===== config.mk =====
export PLATFORM = sky130hd
export DESIGN_NAME = ccr_command_ctrl
export DESIGN_NICKNAME = d
export VERILOG_FILES = /design/src/core/ccr_pkg.sv /design/src/core/ccr_command_ctrl.sv
export SDC_FILE = /design/constraint.sdc
export NUM_CORES = 1
export LEC_CHECK = 0
export ABC_CLOCK_PERIOD_IN_PS = 1200
export BUFFER_PORTS_ARGS = -buffer_cell sky130_fd_sc_hd__buf_2
export CAP_MARGIN = 20
export CORE_MARGIN = 2
export CORE_UTILIZATION = 41
export DETAILED_ROUTE_END_ITERATION = 8
export PLACE_DENSITY = 0.82
export SLEW_MARGIN = 20
export SYNTH_ARGS = -nofsm -noshare
export SYNTH_HDL_FRONTEND = slang
export SYNTH_SLANG_ARGS = --single-unit

===== constraint.sdc =====
create_clock -name core_clk -period 1.2 [get_ports core_clk]
set_input_delay 0.18 -clock core_clk [delete_from_list [all_inputs] [get_ports core_clk]]
set_output_delay 0.18 -clock core_clk [all_outputs]
set_load 0.03 [all_outputs]

===== src/core/ccr_pkg.sv =====
package ccr_pkg;
   // register map
   localparam logic [7:0] CCR_CMD_ADDR  = 8'h01;
   localparam int         CCR_BIT_SEND  = 0;
   localparam int         CCR_BIT_ABORT = 1;
   localparam int         CCR_BIT_REL   = 2;
   localparam int         CCR_BIT_CLROV = 3;
   localparam int         CCR_BIT_SLEEP = 4;
   localparam int         CCR_BIT_WAKE  = 5;
   localparam int         CCR_BIT_SWB   = 6;
   localparam int         CCR_BIT_SWA   = 7;
   // read-back of the command pulse bits
   localparam logic [3:0] CCR_LOW_READ  = 4'hF;
   // values after reset
   localparam logic [1:0] CCR_SW_RESET  = 2'h3;
   localparam logic       CCR_WAKE_RST  = 1'h0;
   localparam logic [7:0] CCR_RD_RESET  = 8'h00;

   // sleep controller states
   typedef enum logic {
      AWAKE,
      ASLEEP
   } ccr_sleep_t;

   // transmit and receive status seen by the rest of the controller
   typedef struct packed {
      logic sendPending;
      logic txActive;
      logic txbufFreeFlag;
      logic sendDoneFlag;
      logic rxBufFull;
      logic overrun;
   } ccr_status_t;

   // comparator input routing
   typedef struct packed {
      logic aFromLine;
      logic aFromRef;
      logic bFromLine;
      logic bFromRef;
   } ccr_route_t;
endpackage : ccr_pkg


===== src/core/ccr_command_ctrl.sv =====
// The strobed register port was decided locally.
module ccr_command_ctrl
   import ccr_pkg::*;
(
   input  wire logic        core_clk,
   input  wire logic        rst_b,
   input  wire logic        clkEn,
   input  wire logic [7:0]  regAddr,
   input  wire logic [7:0]  regWdata,
   input  wire logic        regWr,
   input  wire logic        regRd,
   output      logic [7:0]  regRdata,
   input  wire logic        txStart,
   input  wire logic        txComplete,
   input  wire logic        rxMsgStored,
   input  wire logic        canIrqPending,
   input  wire logic        lineDiffActive,
   input  wire logic        busLineAVsRef,
   input  wire logic        busLineBVsRef,
   input  wire logic        busFree,
   output      ccr_status_t status,
   output      logic [1:0]  rxSlotFull,
   output      logic        rxSlotCur,
   output      logic        rxBlocked,
   output      logic        sleeping,
   output      logic        wakeIrq,
   output      logic        wakeStyle,
   output      logic [1:0]  lineSwitch,
   output      ccr_route_t  route
);

   logic        wrCmd;
   logic        rdCmd;
   logic        doSend;
   logic        doAbort;
   logic        doRelease;
   logic        doClrOvr;
   logic        busActive;
   logic        rxStore;
   logic        storeOverrun;
   logic [1:0]  relFull;
   logic        relCur;
   logic        storeSlot;
   ccr_status_t next_status;
   logic [1:0]  next_rxSlotFull;
   logic        next_rxSlotCur;
   logic        next_wakeStyle;
   logic [1:0]  next_lineSwitch;
   ccr_route_t  next_route;
   logic [7:0]  next_regRdata;
   ccr_sleep_t  sleepState;
   ccr_sleep_t  next_sleepState;
   logic        sleepCmd;
   logic        next_sleepCmd;
   logic        next_sleeping;
   logic        next_wakeIrq;
   logic        next_rxBlocked;

   assign wrCmd = regWr && (regAddr == CCR_CMD_ADDR);
   assign rdCmd = regRd && (regAddr == CCR_CMD_ADDR);

   // command pulses live only in the write cycle
   assign doSend    = wrCmd && regWdata[CCR_BIT_SEND];
   assign doAbort   = wrCmd && regWdata[CCR_BIT_ABORT];
   assign doRelease = wrCmd && regWdata[CCR_BIT_REL];
   assign doClrOvr  = wrCmd && regWdata[CCR_BIT_CLROV];

   // wake detector source chosen by wake style
   assign busActive = wakeStyle ? (busLineAVsRef || busLineBVsRef) : lineDiffActive;

   // messages are dropped while reception is blocked
   assign rxStore = rxMsgStored && !rxBlocked;

   // release frees the presented slot, the other full one follows
   always_comb
   begin
      relFull = rxSlotFull;
      relCur  = rxSlotCur;
      if (doRelease)
      begin
         relFull[rxSlotCur] = 1'b0;
         if (rxSlotFull[~rxSlotCur])
         begin
            relCur = ~rxSlotCur;
         end
      end
   end

   // store target and overrun when both slots stay full
   assign storeSlot    = relFull[relCur] ? ~relCur : relCur;
   assign storeOverrun = rxStore && (&relFull);

   // next values of the command, transmit and receive state
   always_comb
   begin
      next_status     = status;
      next_rxSlotFull = relFull;
      next_rxSlotCur  = relCur;
      next_wakeStyle  = wakeStyle;
      next_lineSwitch = lineSwitch;
      next_route      = route;
      next_regRdata   = CCR_RD_RESET;
      // engine takes the pending request
      if (txStart && status.sendPending)
      begin
         next_status.sendPending = 1'b0;
         next_status.txActive    = 1'b1;
      end
      if (txComplete && status.txActive)
      begin
         next_status.txActive     = 1'b0;
         next_status.sendDoneFlag = 1'b1;
      end
      // abort only reaches a request not yet started
      if (doAbort && status.sendPending && !txStart)
      begin
         next_status.sendPending = 1'b0;
      end
      // only a one sets the request
      if (doSend)
      begin
         next_status.sendPending = 1'b1;
         if (!(txComplete && status.txActive))
         begin
            next_status.sendDoneFlag = 1'b0;
         end
      end
      next_status.txbufFreeFlag = !next_status.sendPending && !next_status.txActive;
      // release clears, a stored message sets again
      if (doRelease)
      begin
         next_status.rxBufFull = 1'b0;
      end
      if (rxStore && !storeOverrun)
      begin
         next_rxSlotFull[storeSlot] = 1'b1;
         next_status.rxBufFull      = 1'b1;
      end
      // overrun-clear, a new overrun in the same cycle wins
      if (doClrOvr)
      begin
         next_status.overrun = 1'b0;
      end
      if (storeOverrun)
      begin
         next_status.overrun = 1'b1;
      end
      if (wrCmd)
      begin
         next_wakeStyle = regWdata[CCR_BIT_WAKE];
         if (regWdata[CCR_BIT_SWA] || regWdata[CCR_BIT_SWB])
         begin
            next_lineSwitch = {regWdata[CCR_BIT_SWA], regWdata[CCR_BIT_SWB]};
         end
      end
      case (next_lineSwitch)
         2'h3: next_route = '{aFromLine: 1'b1, aFromRef: 1'b0, bFromLine: 1'b1, bFromRef: 1'b0};
         2'h2: next_route = '{aFromLine: 1'b1, aFromRef: 1'b0, bFromLine: 1'b0, bFromRef: 1'b1};
         2'h1: next_route = '{aFromLine: 1'b0, aFromRef: 1'b1, bFromLine: 1'b1, bFromRef: 1'b0};
         default: next_route = route;
      endcase
      // read image, low bits read as ones
      if (rdCmd)
      begin
         // switch bits read the live switch state
         next_regRdata = {lineSwitch, wakeStyle, sleeping, CCR_LOW_READ};
      end
   end

   // registers of the command, transmit and receive state
   always_ff @(posedge core_clk or negedge rst_b)
   begin
      if (!rst_b)
      begin
         status     <= '{txbufFreeFlag: 1'b1, default: 1'b0};
         rxSlotFull <= 2'h0;
         rxSlotCur  <= 1'b0;
         wakeStyle  <= CCR_WAKE_RST;
         lineSwitch <= CCR_SW_RESET;
         route      <= '{aFromLine: 1'b1, aFromRef: 1'b0, bFromLine: 1'b1, bFromRef: 1'b0};
         regRdata   <= CCR_RD_RESET;
      end
      else if (clkEn)
      begin
         status     <= next_status;
         rxSlotFull <= next_rxSlotFull;
         rxSlotCur  <= next_rxSlotCur;
         wakeStyle  <= next_wakeStyle;
         lineSwitch <= next_lineSwitch;
         route      <= next_route;
         regRdata   <= next_regRdata;
      end
   end

   // next values of the sleep controller
   always_comb
   begin
      next_sleepState = sleepState;
      next_sleepCmd   = wrCmd ? regWdata[CCR_BIT_SLEEP] : sleepCmd;
      next_wakeIrq    = 1'b0;
      next_rxBlocked  = rxBlocked && !busFree;
      case (sleepState)
         AWAKE:
         begin
            // enter only when quiet and no interrupt pending
            if (sleepCmd && !canIrqPending && !busActive)
            begin
               next_sleepState = ASLEEP;
            end
         end
         ASLEEP:
         begin
            // wake by software or bus, interrupt each time
            if (wrCmd && !regWdata[CCR_BIT_SLEEP])
            begin
               next_sleepState = AWAKE;
               next_wakeIrq    = 1'b1;
            end
            else if (busActive)
            begin
               next_sleepState = AWAKE;
               next_wakeIrq    = 1'b1;
               next_sleepCmd   = 1'b0;
               next_rxBlocked  = 1'b1;
            end
         end
         default: next_sleepState = AWAKE;
      endcase
      // sleep read-back is the real state
      next_sleeping = (next_sleepState == ASLEEP);
   end

   // registers of the sleep controller
   always_ff @(posedge core_clk or negedge rst_b)
   begin
      if (!rst_b)
      begin
         sleepState <= AWAKE;
         sleepCmd   <= 1'b0;
         sleeping   <= 1'b0;
         wakeIrq    <= 1'b0;
         rxBlocked  <= 1'b0;
      end
      else if (clkEn)
      begin
         sleepState <= next_sleepState;
         sleepCmd   <= next_sleepCmd;
         sleeping   <= next_sleeping;
         wakeIrq    <= next_wakeIrq;
         rxBlocked  <= next_rxBlocked;
      end
   end

   // checks on the command behaviour
   chk_low_bits_read: assert property (@(posedge core_clk) disable iff (!rst_b)
      clkEn && rdCmd |=> regRdata[3:0] == 4'hF)
      else $error("low command bits did not read as ones");
   chk_unmapped_read: assert property (@(posedge core_clk) disable iff (!rst_b)
      clkEn && regRd && regAddr != 8'h01 |=> regRdata == 8'h00)
      else $error("unmapped read returned nonzero data");
   chk_sleep_readback: assert property (@(posedge core_clk) disable iff (!rst_b)
      clkEn && rdCmd |=> regRdata[4] == $past(sleeping))
      else $error("sleep bit read does not match sleep state");
   chk_overrun_clear: assert property (@(posedge core_clk) disable iff (!rst_b)
      clkEn && doClrOvr && !storeOverrun |=> !status.overrun)
      else $error("overrun flag not cleared");
   chk_done_cleared: assert property (@(posedge core_clk) disable iff (!rst_b)
      clkEn && doSend && !txComplete |=> !status.sendDoneFlag && status.sendPending)
      else $error("send request did not clear send-done");
   chk_abort_pending: assert property (@(posedge core_clk) disable iff (!rst_b)
      clkEn && doAbort && !doSend && !txStart && status.sendPending |=> !status.sendPending)
      else $error("abort did not cancel pending request");
   chk_abort_running: assert property (@(posedge core_clk) disable iff (!rst_b)
      clkEn && doAbort && status.txActive && !txComplete |=> status.txActive)
      else $error("abort stopped a running transmission");
   chk_wake_irq: assert property (@(posedge core_clk) disable iff (!rst_b)
      $fell(sleeping) |-> wakeIrq)
      else $error("wake-up without wake interrupt");
   chk_sleep_entry: assert property (@(posedge core_clk) disable iff (!rst_b)
      clkEn && !sleeping && sleepCmd && !canIrqPending && !busActive |=> sleeping)
      else $error("sleep not entered when allowed");
   chk_rx_blocked: assert property (@(posedge core_clk) disable iff (!rst_b)
      clkEn && rxBlocked && !doRelease |=> $stable(rxSlotFull))
      else $error("message stored while reception blocked");
   chk_release_flag: assert property (@(posedge core_clk) disable iff (!rst_b)
      clkEn && doRelease && !rxStore |=> !status.rxBufFull)
      else $error("release did not clear buffer-full flag");
   chk_switch_hold: assert property (@(posedge core_clk) disable iff (!rst_b)
      clkEn && wrCmd && regWdata[7:6] == 2'h0 |=> $stable(lineSwitch) && $stable(route))
      else $error("switch code 00 changed routing");

endmodule : ccr_command_ctrl


==> results.md, run 1 <==
- Xor and xnor area share after synthesis: 0
- RSZ-0062 raised after global routing: true
- Pin count of the biggest net entering global routing: 26
- Crit path from: route[1]
- Fraction of layout cells with a size suffix above 1: 0.556
- Reg2Reg Launch Point: wakeStyle
- Worst-path clk slew: 0.15 ns
- DRC violations left: 2
- Die H: 59.0 microns
- CP endpoint kind: output port
- Status: finished with violations
- Max stage delay on crit path: 0.58 ns
- Initial DRC Count: 24
- Fin util: 0.671
- TritonCTS Sinks: 25
- Final ANT Viol Nets: 0
- Detailed placement HPWL: 2470 microns
- CP delay by family, top: flip-flops
- WS Path Type: reg2out
- Clock power frac: 0.189
- Max_slew headroom: 0.635
- I/O pins: 56
- Initial antenna violation count: 0
- Top FF cell, synth: dfrtp_1
- Post-synth EDFFs: 0
- GRT Util Overall: 0.208
- Most Used Layer, Global Route: met2
- GR Util met3: 0.0330
- Largest family of logic cells by synthesized area: simple AND/OR/NAND/NOR gates
- Sequential power share: 0.486
- Clock Latency Late Sink: 0.33 ns
- CTS Buf Count: 3
- Wirelength per Cell: 16.1 microns
- Post-layout min period: 1.23 ns
- CTS tree: built
- Peak VDD IR: 0.966 mV
- Yosys Warn Count: 0
- Total grt overflow: 0
- Leakage: 0.000941 uW
- #FFs+latches synth: 25
- WP buf/inv: 1
- Start point of the worst min-delay path: txComplete
- Root buf cell: clkbuf_4
- Die area: 3480 sq um
- P_sw: 731 uW
- Cells after Synth: 116
- Crit Path Max Fanout: 2
- Critical Path RT: 1.02 ns
- Fin worst setup slack: -0.0347 ns
- TNS Setup: -0.0843 ns
- Combinational share of power: 0.325
- Vias: 1291
- Slowest cell on crit path: dfstp_2
- Vias in the first global route: 1190
- Worst hold margin: 0.0629 ns
- # setup viols final: 6
- NumNets Final: 226
- CTS Buffer Depth: 2
- Final WL: 3650 microns
- Fin. Hold Viols: 0
- Port bufs: 55
- M1 GR Usage: 0.255
- Multiplexer share of the synthesized area: 0.0172
- Top cell type by total area after synthesis: dfrtp_1
- Via density: 5.69
- Synthesized-area fraction occupied by adder cells: 0
- HP Class: in2reg
- Starting Density: 0.442
- Worst slew pin tran: 0.548 ns
- Yosys top cell area share: 0.404
- TritonRoute pass-1 iters: 6
- Crit share post-route: 1.03
- Syn nets: 145
- Met2 usage: 0.362
- Maximum clock rate: 810 MHz
- Final slew viol count: 0
- Cell Rows: 19
- Max-cap violation count: 0
- Compound-Gate Fraction of Synth Area: 0.204
- Syn avg cell area: 10.7 sq um
- Int Pwr: 1360 uW
- Clk_skew: 0.0111 ns
- Sw Share: 0.349
- Area fraction in and, or, nand and nor cells after synthesis: 0.225
- Post-synthesis sequential area ratio: 0.510
- H-tree depth: 1
- Signal arrival time at the worst endpoint: 1.05 ns
- N_diodes: 0
- Failing checks: DRC, setup timing
- Synth Cell Area: 1240 sq um
- Core Area: 2810 sq um
- Pwr per Cell Area: 1110 nW/um^2
- GPL Wtd Cong: 0.856
- Area growth syn-to-layout: 52.0%
- Place WS: -0.406 ns
- Crit-path cells: buf_6
- Startpoint Class: flop
- First-pass GRT wire length: 5440 microns
- Post-synth ARST share: 1.00
- Top cells by area, synth: dfrtp_1 (40%), dfstp_2 (11%), a32o_1 (4.8%)
- Cell variety after synth: 38
- Chip Width: 59.0 microns
per-stage QoR:
step                      cell area, sq um  power (uW)  cells
final                                 1880        2090    227
after global routing                  1880        2190    227
after CTS                             1820        2070    223
after detailed placement              1670        1600    213
after global placement                1670        1570    213
after floorplan                       1260        1360    116
area by class of cell:
| class | count | area [sq um] |
|---|---|---|
| Fill cell | 193 | 922 |
| Tap cell | 31 | 38.8 |
| Clock buffer | 3 | 22.5 |
| Sequential cell | 25 | 636 |
| Clock inverter | 1 | 7.51 |
| Timing Repair Buffer | 83 | 554 |
| Multi-Input combinational cell | 80 | 609 |
| Inverter | 4 | 15.0 |
final timing paths:
path                               to  slack (ns)  cells after the start
hold reg to reg             status[0]        0.51                      1
hold / removal              status[4]        0.06                      2
setup reg to reg              wakeIrq        0.01                      5
min in group asynchronous   status[2]        0.34                      2
max in group asynchronous  sleepState        0.45                      2
setup / recovery             route[1]       -0.03                      1
state kept, by name, summed over array words and instances, names as in the netlist:
signal	flops
rxSlotFull	2
wakeIrq	1
sleepCmd	1
regRdata	5
lineSwitch	2
rxSlotCur	1
rxBlocked	1
status	6
route	4
sleepState	1
wakeStyle	1
cell families (layout without fill, tap and decap cells):
family | count (synthesis) | after routing
AO/OA/AOI/OAI | 34 | 34
buffers and inverters | 11 | 91
flip-flops | 25 | 25
AND/OR/NAND/NOR | 44 | 44
multiplexers | 2 | 2
power by group through the flow:
| stage | sequential [uW] | combinational, uW | clock (uW) |
|---|---|---|---|
| after global placement | 1020 | 551 | 0 |
| after global routing | 1030 | 721 | 442 |
| after CTS | 1010 | 654 | 402 |
| final | 1020 | 681 | 395 |
| after detailed placement | 1030 | 567 | 0 |
| after floorplan | 1210 | 148 | 0 |
synth_stat cells, types with 2 or more instances:
| cell type | instances |
|---|---|
| nand2_1 | 13 |
| a32o_1 | 6 |
| a22o_1 | 2 |
| and3_1 | 2 |
| nor2_1 | 4 |
| o21ai_0 | 5 |
| clkbuf_1 | 2 |
| nor4b_2 | 2 |
| a31o_2 | 2 |
| a31oi_1 | 5 |
| inv_1 | 4 |
| nand3_1 | 6 |
| a21oi_1 | 5 |
| o2bb2ai_1 | 4 |
| and2_1 | 2 |
| buf_4 | 3 |
| nand4_1 | 5 |
| dfrtp_1 | 20 |
| dfstp_2 | 5 |
placed cells by master (no fill, tap or decap), types with 2 or more instances in the layout:
cell	n
nand2_1	13
and3_1	2
dfstp_2	5
a21oi_1	4
inv_1	4
buf_2	45
clkbuf_4	4
buf_6	11
a31o_2	2
o21ai_0	3
dfrtp_2	3
nand4_1	5
or4b_4	2
o2bb2ai_1	3
dfrtp_1	17
o21ai_1	2
a22o_1	2
buf_4	25
a31oi_1	5
nor2_1	3
a32o_1	6
and2_1	2
nor4b_4	2
nand3_1	6
repair_timing:
action | CTS | global route
hold buffers | 1 | 0
setup buffers | 5 | 4
endpoints found under the hold margin | 20 | 0
gates resized for setup | 19 | 10
endpoints found under the setup margin | 11 | 21
pin swaps | 5 | 5
per-layer routing:
layer	share of wire	wire length, microns
met1	0.40	1460
met2	0.52	1880
met3	0.068	247
met4	0.016	57
met5	0	0
No activity file was read; power rests on OpenSTA's default activity.
==> inputs of run 2 (changes only) <==
--- a/config.mk
+++ b/config.mk
@@ -5,6 +5,7 @@
 export SDC_FILE = /design/constraint.sdc
 export NUM_CORES = 1
 export LEC_CHECK = 0
+export ABC_AREA = 1
 export ABC_CLOCK_PERIOD_IN_PS = 1200
 export BUFFER_PORTS_ARGS = -buffer_cell sky130_fd_sc_hd__buf_2
 export CAP_MARGIN = 20
@@ -12,7 +13,7 @@
 export CORE_UTILIZATION = 41
 export DETAILED_ROUTE_END_ITERATION = 8
 export PLACE_DENSITY = 0.82
-export SLEW_MARGIN = 20
+export SLEW_MARGIN = 10
 export SYNTH_ARGS = -nofsm -noshare
 export SYNTH_HDL_FRONTEND = slang
 export SYNTH_SLANG_ARGS = --single-unit
==> run 2 against run 1 <==
The run ends with setup timing left. Sequential share of layout area is 3.8 points higher. Critical path depth grew 1. Combinational power is 22% higher. Synthesized cell count is 25% higher. Synthesized area down 1.8%. Clock power is 6.1% lower. Register-to-register slack worse by 0.06 ns. Critical path type unchanged. Largest power group unchanged. Highest routed layer unchanged.
==> results.md, run 2 <==
- Peak VDD IR: 1.52 mV (+57%)
- Top cells by area, synth: dfrtp_1 (41%), nand2_1 (11%), dfstp_2 (11%)
- Sw Share: 0.358 (+0.00932)
- Area growth syn-to-layout: 38.7%
- Top post-synthesis cells by count: nand2_1 (37), dfrtp_1 (20), o21ai_0 (15)
- Fraction of layout cells with a size suffix above 1: 0.432 (-0.124)
- Power Total: 2290 uW (+9.6%)
- Cell Rows: 19 (unchanged)
- Cells after Synth: 145 (+25%)
- Pwr per Cell Area: 1360 nW/um^2 (+22%)
- Worst slew pin tran: 0.556 ns (+0.00839 ns)
- Vias in the first global route: 1079 (-9.3%)
- Max_slew headroom: 0.629 (-0.00559)
- GPL Wtd Cong: 0.859 (+0.34%)
- CTS Buf Count: 3 (unchanged)
- DRC violations left: 0 (-2)
- Fin worst setup slack: -0.0790 ns (-0.0443 ns)
- Final slew viol count: 0 (unchanged)
- Most frequent cell after synthesis: nand2_1
- H-tree depth: 1 (unchanged)
- N_diodes: 0 (unchanged)
- Commonest cells after routing, fill and taps aside: buf_2 (49), nand2_1 (37), dfrtp_1 (19)
- Slowest cell on crit path: dfstp_2
- Failing checks: setup timing
- Post-synthesis sequential area ratio: 0.520 (+0.00945)
- Via density: 4.87 (-14%)
- Yosys Warn Count: 0 (unchanged)
- GRT Util Overall: 0.171 (-0.0362)
- CTS Buffer Depth: 2 (unchanged)
- Crit Path Max Fanout: 2 (unchanged)
- Post-layout min period: 1.28 ns (+0.0443 ns)
- Crit-path cells: buf_6, buf_6
- Most common cell on crit path: buf_6
- Combinational share of power: 0.363 (+0.038)
- Final WL: 2820 microns (-23%)
- Sequential power share: 0.476 (-0.010)
- Top cell type by total area after synthesis: dfrtp_1
- Status: finished with violations
- Vias: 1188 (-8.0%)
- Worst-path clk slew: 0.13 ns (-0.02 ns)
- Detailed placement HPWL: 2170 microns (-12%)
- Port bufs: 55 (unchanged)
- Total grt overflow: 0 (unchanged)
- Initial antenna violation count: 0 (unchanged)
- Die H: 58.5 microns (-0.85%)
- Leakage: 0.000924 uW (-1.8%)
- Starting Density: 0.437 (-0.00432)
- CP endpoint kind: output port
- Fill cells: 257 (+33%)
- Max-cap violation count: 0 (unchanged)
- Largest register FFs: 6 (unchanged)
- HP Class: in2reg
- Clk_skew: 0.00845 ns (-0.00263 ns)
- Syn avg cell area: 8.39 sq um (-21%)
- First-pass GRT wire length: 4550 microns (-16%)
- Top FF cell, synth: dfrtp_1
- Worst hold margin: 0.0846 ns (+0.0217 ns)
- Fin. Hold Viols: 0 (unchanged)
- # setup viols final: 4 (-2)
- Critical Path RT: 1.02 ns (about the same)
- Cell variety after synth: 22 (-42%)
- TNS Setup: -0.252 ns (-0.168 ns)
- RSZ-0062 raised after global routing: true
- TritonCTS Sinks: 25 (unchanged)
- Root buf cell: clkbuf_4
- Chip Width: 58.5 microns (-0.85%)
- Crit share post-route: 1.07 (+0.0369)
- Clock power frac: 0.162 (-0.027)
- Signal arrival time at the worst endpoint: 1.10 ns (+0.05 ns)
- Maximum clock rate: 782 MHz (-3.5%)
- I/O pins: 56 (unchanged)
- P_sw: 822 uW (+13%)
- Initial DRC Count: 19 (-21%)
- Fin util: 0.606 (-0.0649)
- TritonRoute pass-1 iters: 4 (-2)
- Core Area: 2780 sq um (-0.85%)
- Post-synth ARST share: 1.00 (unchanged)
- Int Pwr: 1470 uW (+8.1%)
- Post-synth EDFFs: 0 (unchanged)
- Most flops, register: status
- Synth Cell Area: 1220 sq um (-1.8%)
- Die area: 3420 sq um (-1.7%)
- Max stage delay on crit path: 0.58 ns (about the same)
- Syn nets: 174 (+20%)
- Wirelength per Cell: 11.6 microns (-28%)
- Final ANT Viol Nets: 0 (unchanged)
- #FFs+latches synth: 25 (unchanged)
- Largest regs: status: 6 flops, regRdata: 5 flops, route: 4 flops
- CTS tree: built
- Yosys top cell area share: 0.412 (+0.00748)
- Startpoint Class: flop
- NumNets Final: 243 (+7.5%)
- WS Path Type: reg2out
- Pin count of the biggest net entering global routing: 26 (unchanged)
- Commonest non-fill, non-tap cell in the layout: buf_2
- Clock Latency Late Sink: 0.31 ns (-0.02 ns)
## run 2: cell count changes after synthesis, moves of 3 or more
cell	delta
nand2_1	+24
a31oi_1	-5
a32o_1	-6
nand2_2	+4
inv_1	+10
nand4_1	-4
o21ai_0	+10
nor2_2	+3
nor2_1	+8
nand3_1	+8
o2bb2ai_1	-4
## run 2: cells by family (layout without fill, tap and decap cells)
kind of cell	after synthesis	in the layout	share of synthesized area
DFF	25	25	0.520
buffers and inverters	19	87	0.0700
AOI/OAI and AO/OA	26	26	0.121
and+or+nand+nor	75	75	0.289
## run 2: path summary, 6_finish.rpt
path / start / cells after the start / slack (ns) / to
worst min register to register: route[3] / 2 / 0.47 / route[3]
worst max-delay path: lineSwitch[1] / 2 / -0.08 / lineSwitch[1]
min in group asynchronous: rst_b / 2 / 0.37 / route[2]
max in group asynchronous: rst_b / 2 / 0.44 / rxSlotCur
worst min-delay path: regWdata[5] / 3 / 0.08 / wakeStyle
worst max register to register: lineSwitch[1] / 6 / -0.05 / route[2]
## run 2: layout make-up
cell class / instances / area (sq um) / area share
timing repair buffer: 69 / 432 / 0.256
sequential: 25 / 633 / 0.375
clock buffer: 4 / 26.3 / 0.0156
tap: 31 / 38.8 / 0.0230
inverter: 14 / 52.6 / 0.0312
multi-input combinational: 101 / 504 / 0.299
## run 2: power by group through the flow
stage	sequential [uW]	combinational, uW	clock, uW
6_report	1090	833	371
5_1_grt	1110	896	409
4_1_cts	1080	787	380
3_5_place_dp	1090	725	0
3_3_place_gp	1090	715	0
2_1_floorplan	1350	184	0
## run 2: stage by stage
stage | worst slack (ns) | instance area (sq um) | instances
after floorplan | -0.0306 | 1220 | 145
after global placement | -0.0445 | 1570 | 236
after detailed placement | -0.0819 | 1570 | 236
after CTS | -0.0831 | 1650 | 241
after global routing | -0.125 | 1690 | 244
final | -0.0790 | 1690 | 244
## run 2: routing by layer
metal,track usage,vias to the layer above,routed length (microns)
li1,-,601,-
met1,0.221,544,1300
met2,0.278,35,1290
met3,0.0396,8,164
met4,0.0698,0,64
met5,0,-,0
## run 2: repair_timing
item	in CTS	in global routing
endpoints found under the hold margin	20	0
endpoints found under the setup margin	8	14
resized for setup	12	5
buffers inserted	0	3
hold buffers	1	0
pin swaps	1	4
## run 2: worst max-delay path, delay by kind of cell, from the launching register on
family	cells	cell delay (ns)
buffers and inverters	2	0.22
flip-flops	1	0.58
==> inputs of run 3 (changes only) <==
--- a/config.mk
+++ b/config.mk
@@ -13,6 +13,7 @@
 export CORE_UTILIZATION = 41
 export DETAILED_ROUTE_END_ITERATION = 8
 export PLACE_DENSITY = 0.82
+export SKIP_CTS_REPAIR_TIMING = 1
 export SLEW_MARGIN = 10
 export SYNTH_ARGS = -nofsm -noshare
 export SYNTH_HDL_FRONTEND = slang
==> constraint.sdc (replaced) <==
create_clock -name core_clk -period 1.2 [get_ports core_clk]
set_input_delay 0.06 -clock core_clk [delete_from_list [all_inputs] [get_ports core_clk]]
set_output_delay 0.06 -clock core_clk [all_outputs]
set_load 0.03 [all_outputs]
==> run 3 against run 2 <==
The run ends with hold timing, setup timing left. Global-route usage rose by 0.25 points. Via count rose by 1.6%. Critical path depth rose by 4. Clock power rose by 5.4%. Critical endpoint is now route[0].
==> results.md, run 3 (synthesis results as in run 2) <==
- Status: finished with violations
- Failing checks: hold timing, setup timing
- Vias: 1207 (+1.6%)
- Vias in the first global route: 1068 (-1.0%)
- Clock Latency Late Sink: 0.33 ns (+0.02 ns)
- Final slew viol count: 0 (unchanged)
- Startpoint Class: flop
- Crit Reg-Reg Endpoint: route[0]
- Max_slew headroom: 0.643 (+0.0132)
- Starting Density: 0.437 (unchanged)
- H-tree depth: 1 (unchanged)
- Slowest cell on crit path: dfstp_2
- CTS tree: built
- DRC violations left: 0 (unchanged)
- Largest regs: status: 6 flops, regRdata: 5 flops, route: 4 flops
- CP endpoint kind: flop
- Wirelength per Cell: 11.8 microns (+1.8%)
- Fin. Hold Viols: 3 (+3)
- Crit Path Max Fanout: 5 (+3)
- Area growth syn-to-layout: 34.4%
- Crit-path cells: inv_2, o21bai_1, nand3_1, nand2_1, nand2_2, a21boi_1
- Reg2Reg Launch Point: lineSwitch[0]
- RSZ-0062 raised after global routing: true
- Leakage: 0.000896 uW (-3.1%)
- Fraction of layout cells with a size suffix above 1: 0.419 (-0.0129)
- TritonRoute pass-1 iters: 4 (unchanged)
- Port bufs: 55 (unchanged)
- Initial DRC Count: 40 (+21)
- N_diodes: 0 (unchanged)
- GPL Wtd Cong: 0.833 (-3.0%)
- Critical Path RT: 1.42 ns (+0.40 ns)
- Signal arrival time at the worst endpoint: 1.48 ns (+0.38 ns)
- Final ANT Viol Nets: 0 (unchanged)
- Combinational share of power: 0.333 (-0.030)
- CTS Buffer Depth: 2 (unchanged)
- Maximum clock rate: 790 MHz (+1.1%)
- NumNets Final: 240 (-1.2%)
- Fill cells: 263 (+2.3%)
- Core Area: 2780 sq um (unchanged)
- Pin count of the biggest net entering global routing: 26 (unchanged)
- Pwr per Cell Area: 1350 nW/um^2 (-0.46%)
- Sequential power share: 0.490 (+0.014)
- # setup viols final: 3 (-1)
- I/O pins: 56 (unchanged)
- Cell Rows: 19 (unchanged)
- Sw Share: 0.377 (+0.0182)
- Root buf cell: clkbuf_4
- HP Class: in2reg
- Max-cap violation count: 0 (unchanged)
- CTS Buf Count: 3 (unchanged)
- Commonest non-fill, non-tap cell in the layout: buf_2
- Total grt overflow: 0 (unchanged)
- Final WL: 2840 microns (+0.53%)
- Fin area: 1630 sq um (-3.1%)
- P_sw: 833 uW (+1.3%)
- Start point of the worst min-delay path: txComplete
- Largest register FFs: 6 (unchanged)
- Worst-path clk slew: 0.15 ns (+0.02 ns)
- Commonest cells after routing, fill and taps aside: buf_2 (54), nand2_1 (37), dfrtp_1 (19)
- Final Instance Count excl. Fillers: 241 (-1.2%)
- Most flops, register: status
- Die H: 58.5 microns (unchanged)
- Max stage delay on crit path: 0.59 ns (about the same)
- Post-layout min period: 1.27 ns (-0.0133 ns)
- GRT Util Overall: 0.174 (+0.00251)
- TritonCTS Sinks: 25 (unchanged)
- Placed cells: 230 (-2.5%)
- Peak VDD IR: 1.35 mV (-11%)
- Reg2reg setup slack: -0.07 ns (-0.02 ns)
- First-pass GRT wire length: 4530 microns (-0.31%)
- Detailed placement HPWL: 2150 microns (-0.77%)
- Hold Crit Endpoint: status[2]
- Fin util: 0.587 (-0.0189)
- Multi-input gate area: 508 sq um (+0.74%)
- Initial antenna violation count: 0 (unchanged)
- Via density: 5.01 (+2.9%)
- Sequential cell area: 633 sq um (unchanged)
- WS Path Type: reg2reg
- Clk_skew: 0.0119 ns (+0.00344 ns)
- Crit share post-route: 1.05 (-0.0111)
- Die area: 3420 sq um (unchanged)
- Fin worst setup slack: -0.0657 ns (+0.0133 ns)
- Area after DPL: 1530 sq um (-2.9%)
- Hold path depth: 3 (unchanged)
- Worst hold margin: -0.0164 ns (-0.101 ns)
- Chip Width: 58.5 microns (unchanged)
- Int Pwr: 1380 uW (-6.3%)
- R2R depth: 6 (unchanged)
- Clock power frac: 0.177 (+0.015)
- Worst slew pin tran: 0.536 ns (-0.0199 ns)
-- run 3: worst max-delay path by stage --
| stage | startpoint | endpoint | slack (ns) | cells past startpoint |
|---|---|---|---|---|
| after floorplan | lineSwitch[0] | route[0] | -0.03 | 6 |
| after global placement | lineSwitch[0] | route[0] | -0.01 | 6 |
| after detailed placement | lineSwitch[0] | route[0] | -0.02 | 6 |
| after CTS | lineSwitch[0] | route[0] | -0.06 | 6 |
| after global routing | lineSwitch[0] | route[0] | -0.11 | 6 |
| final | lineSwitch[0] | route[0] | -0.07 | 6 |
-- run 3: worst max-delay path: cells and delay by family (launching register included) --
family | cells | cell delay, ns
buffers and inverters | 1 | 0.05
DFF | 1 | 0.59
and+or+nand+nor | 3 | 0.25
AOI/OAI and AO/OA | 2 | 0.27
-- run 3: area by class of cell --
type | count | share of cell area
Multi-Input combinational cell | 101 | 0.311
Tap cell | 31 | 0.0237
Sequential cell | 25 | 0.387
Clock inverter | 1 | 0.00459
Timing Repair Buffer | 66 | 0.227
Inverter | 14 | 0.0322
Clock buffer | 3 | 0.0138
-- run 3: routing by layer --
metal	part of all wire	GRT usage
met3	0.064	0.0242
met1	0.45	0.230
met5	0	0
met4	0.012	0.0698
met2	0.48	0.289
-- run 3: power by group through the flow --
stage                     clock network [uW]  registers, uW  logic [uW]
final                                    391           1080         738
after global routing                     432           1100         801
after CTS                                392           1080         697
after detailed placement                   0           1090         698
after global placement                     0           1100         682
after floorplan                            0           1350         184
-- run 3: per-stage QoR --
stage               worst slack, ns  setup TNS, ns  total power (uW)
floorplan                   -0.0306        -0.0613              1530
global placement            -0.0103        -0.0103              1780
detailed placement          -0.0201        -0.0350              1790
CTS                         -0.0614         -0.101              2170
global route                 -0.115         -0.500              2330
finish                      -0.0657         -0.107              2210
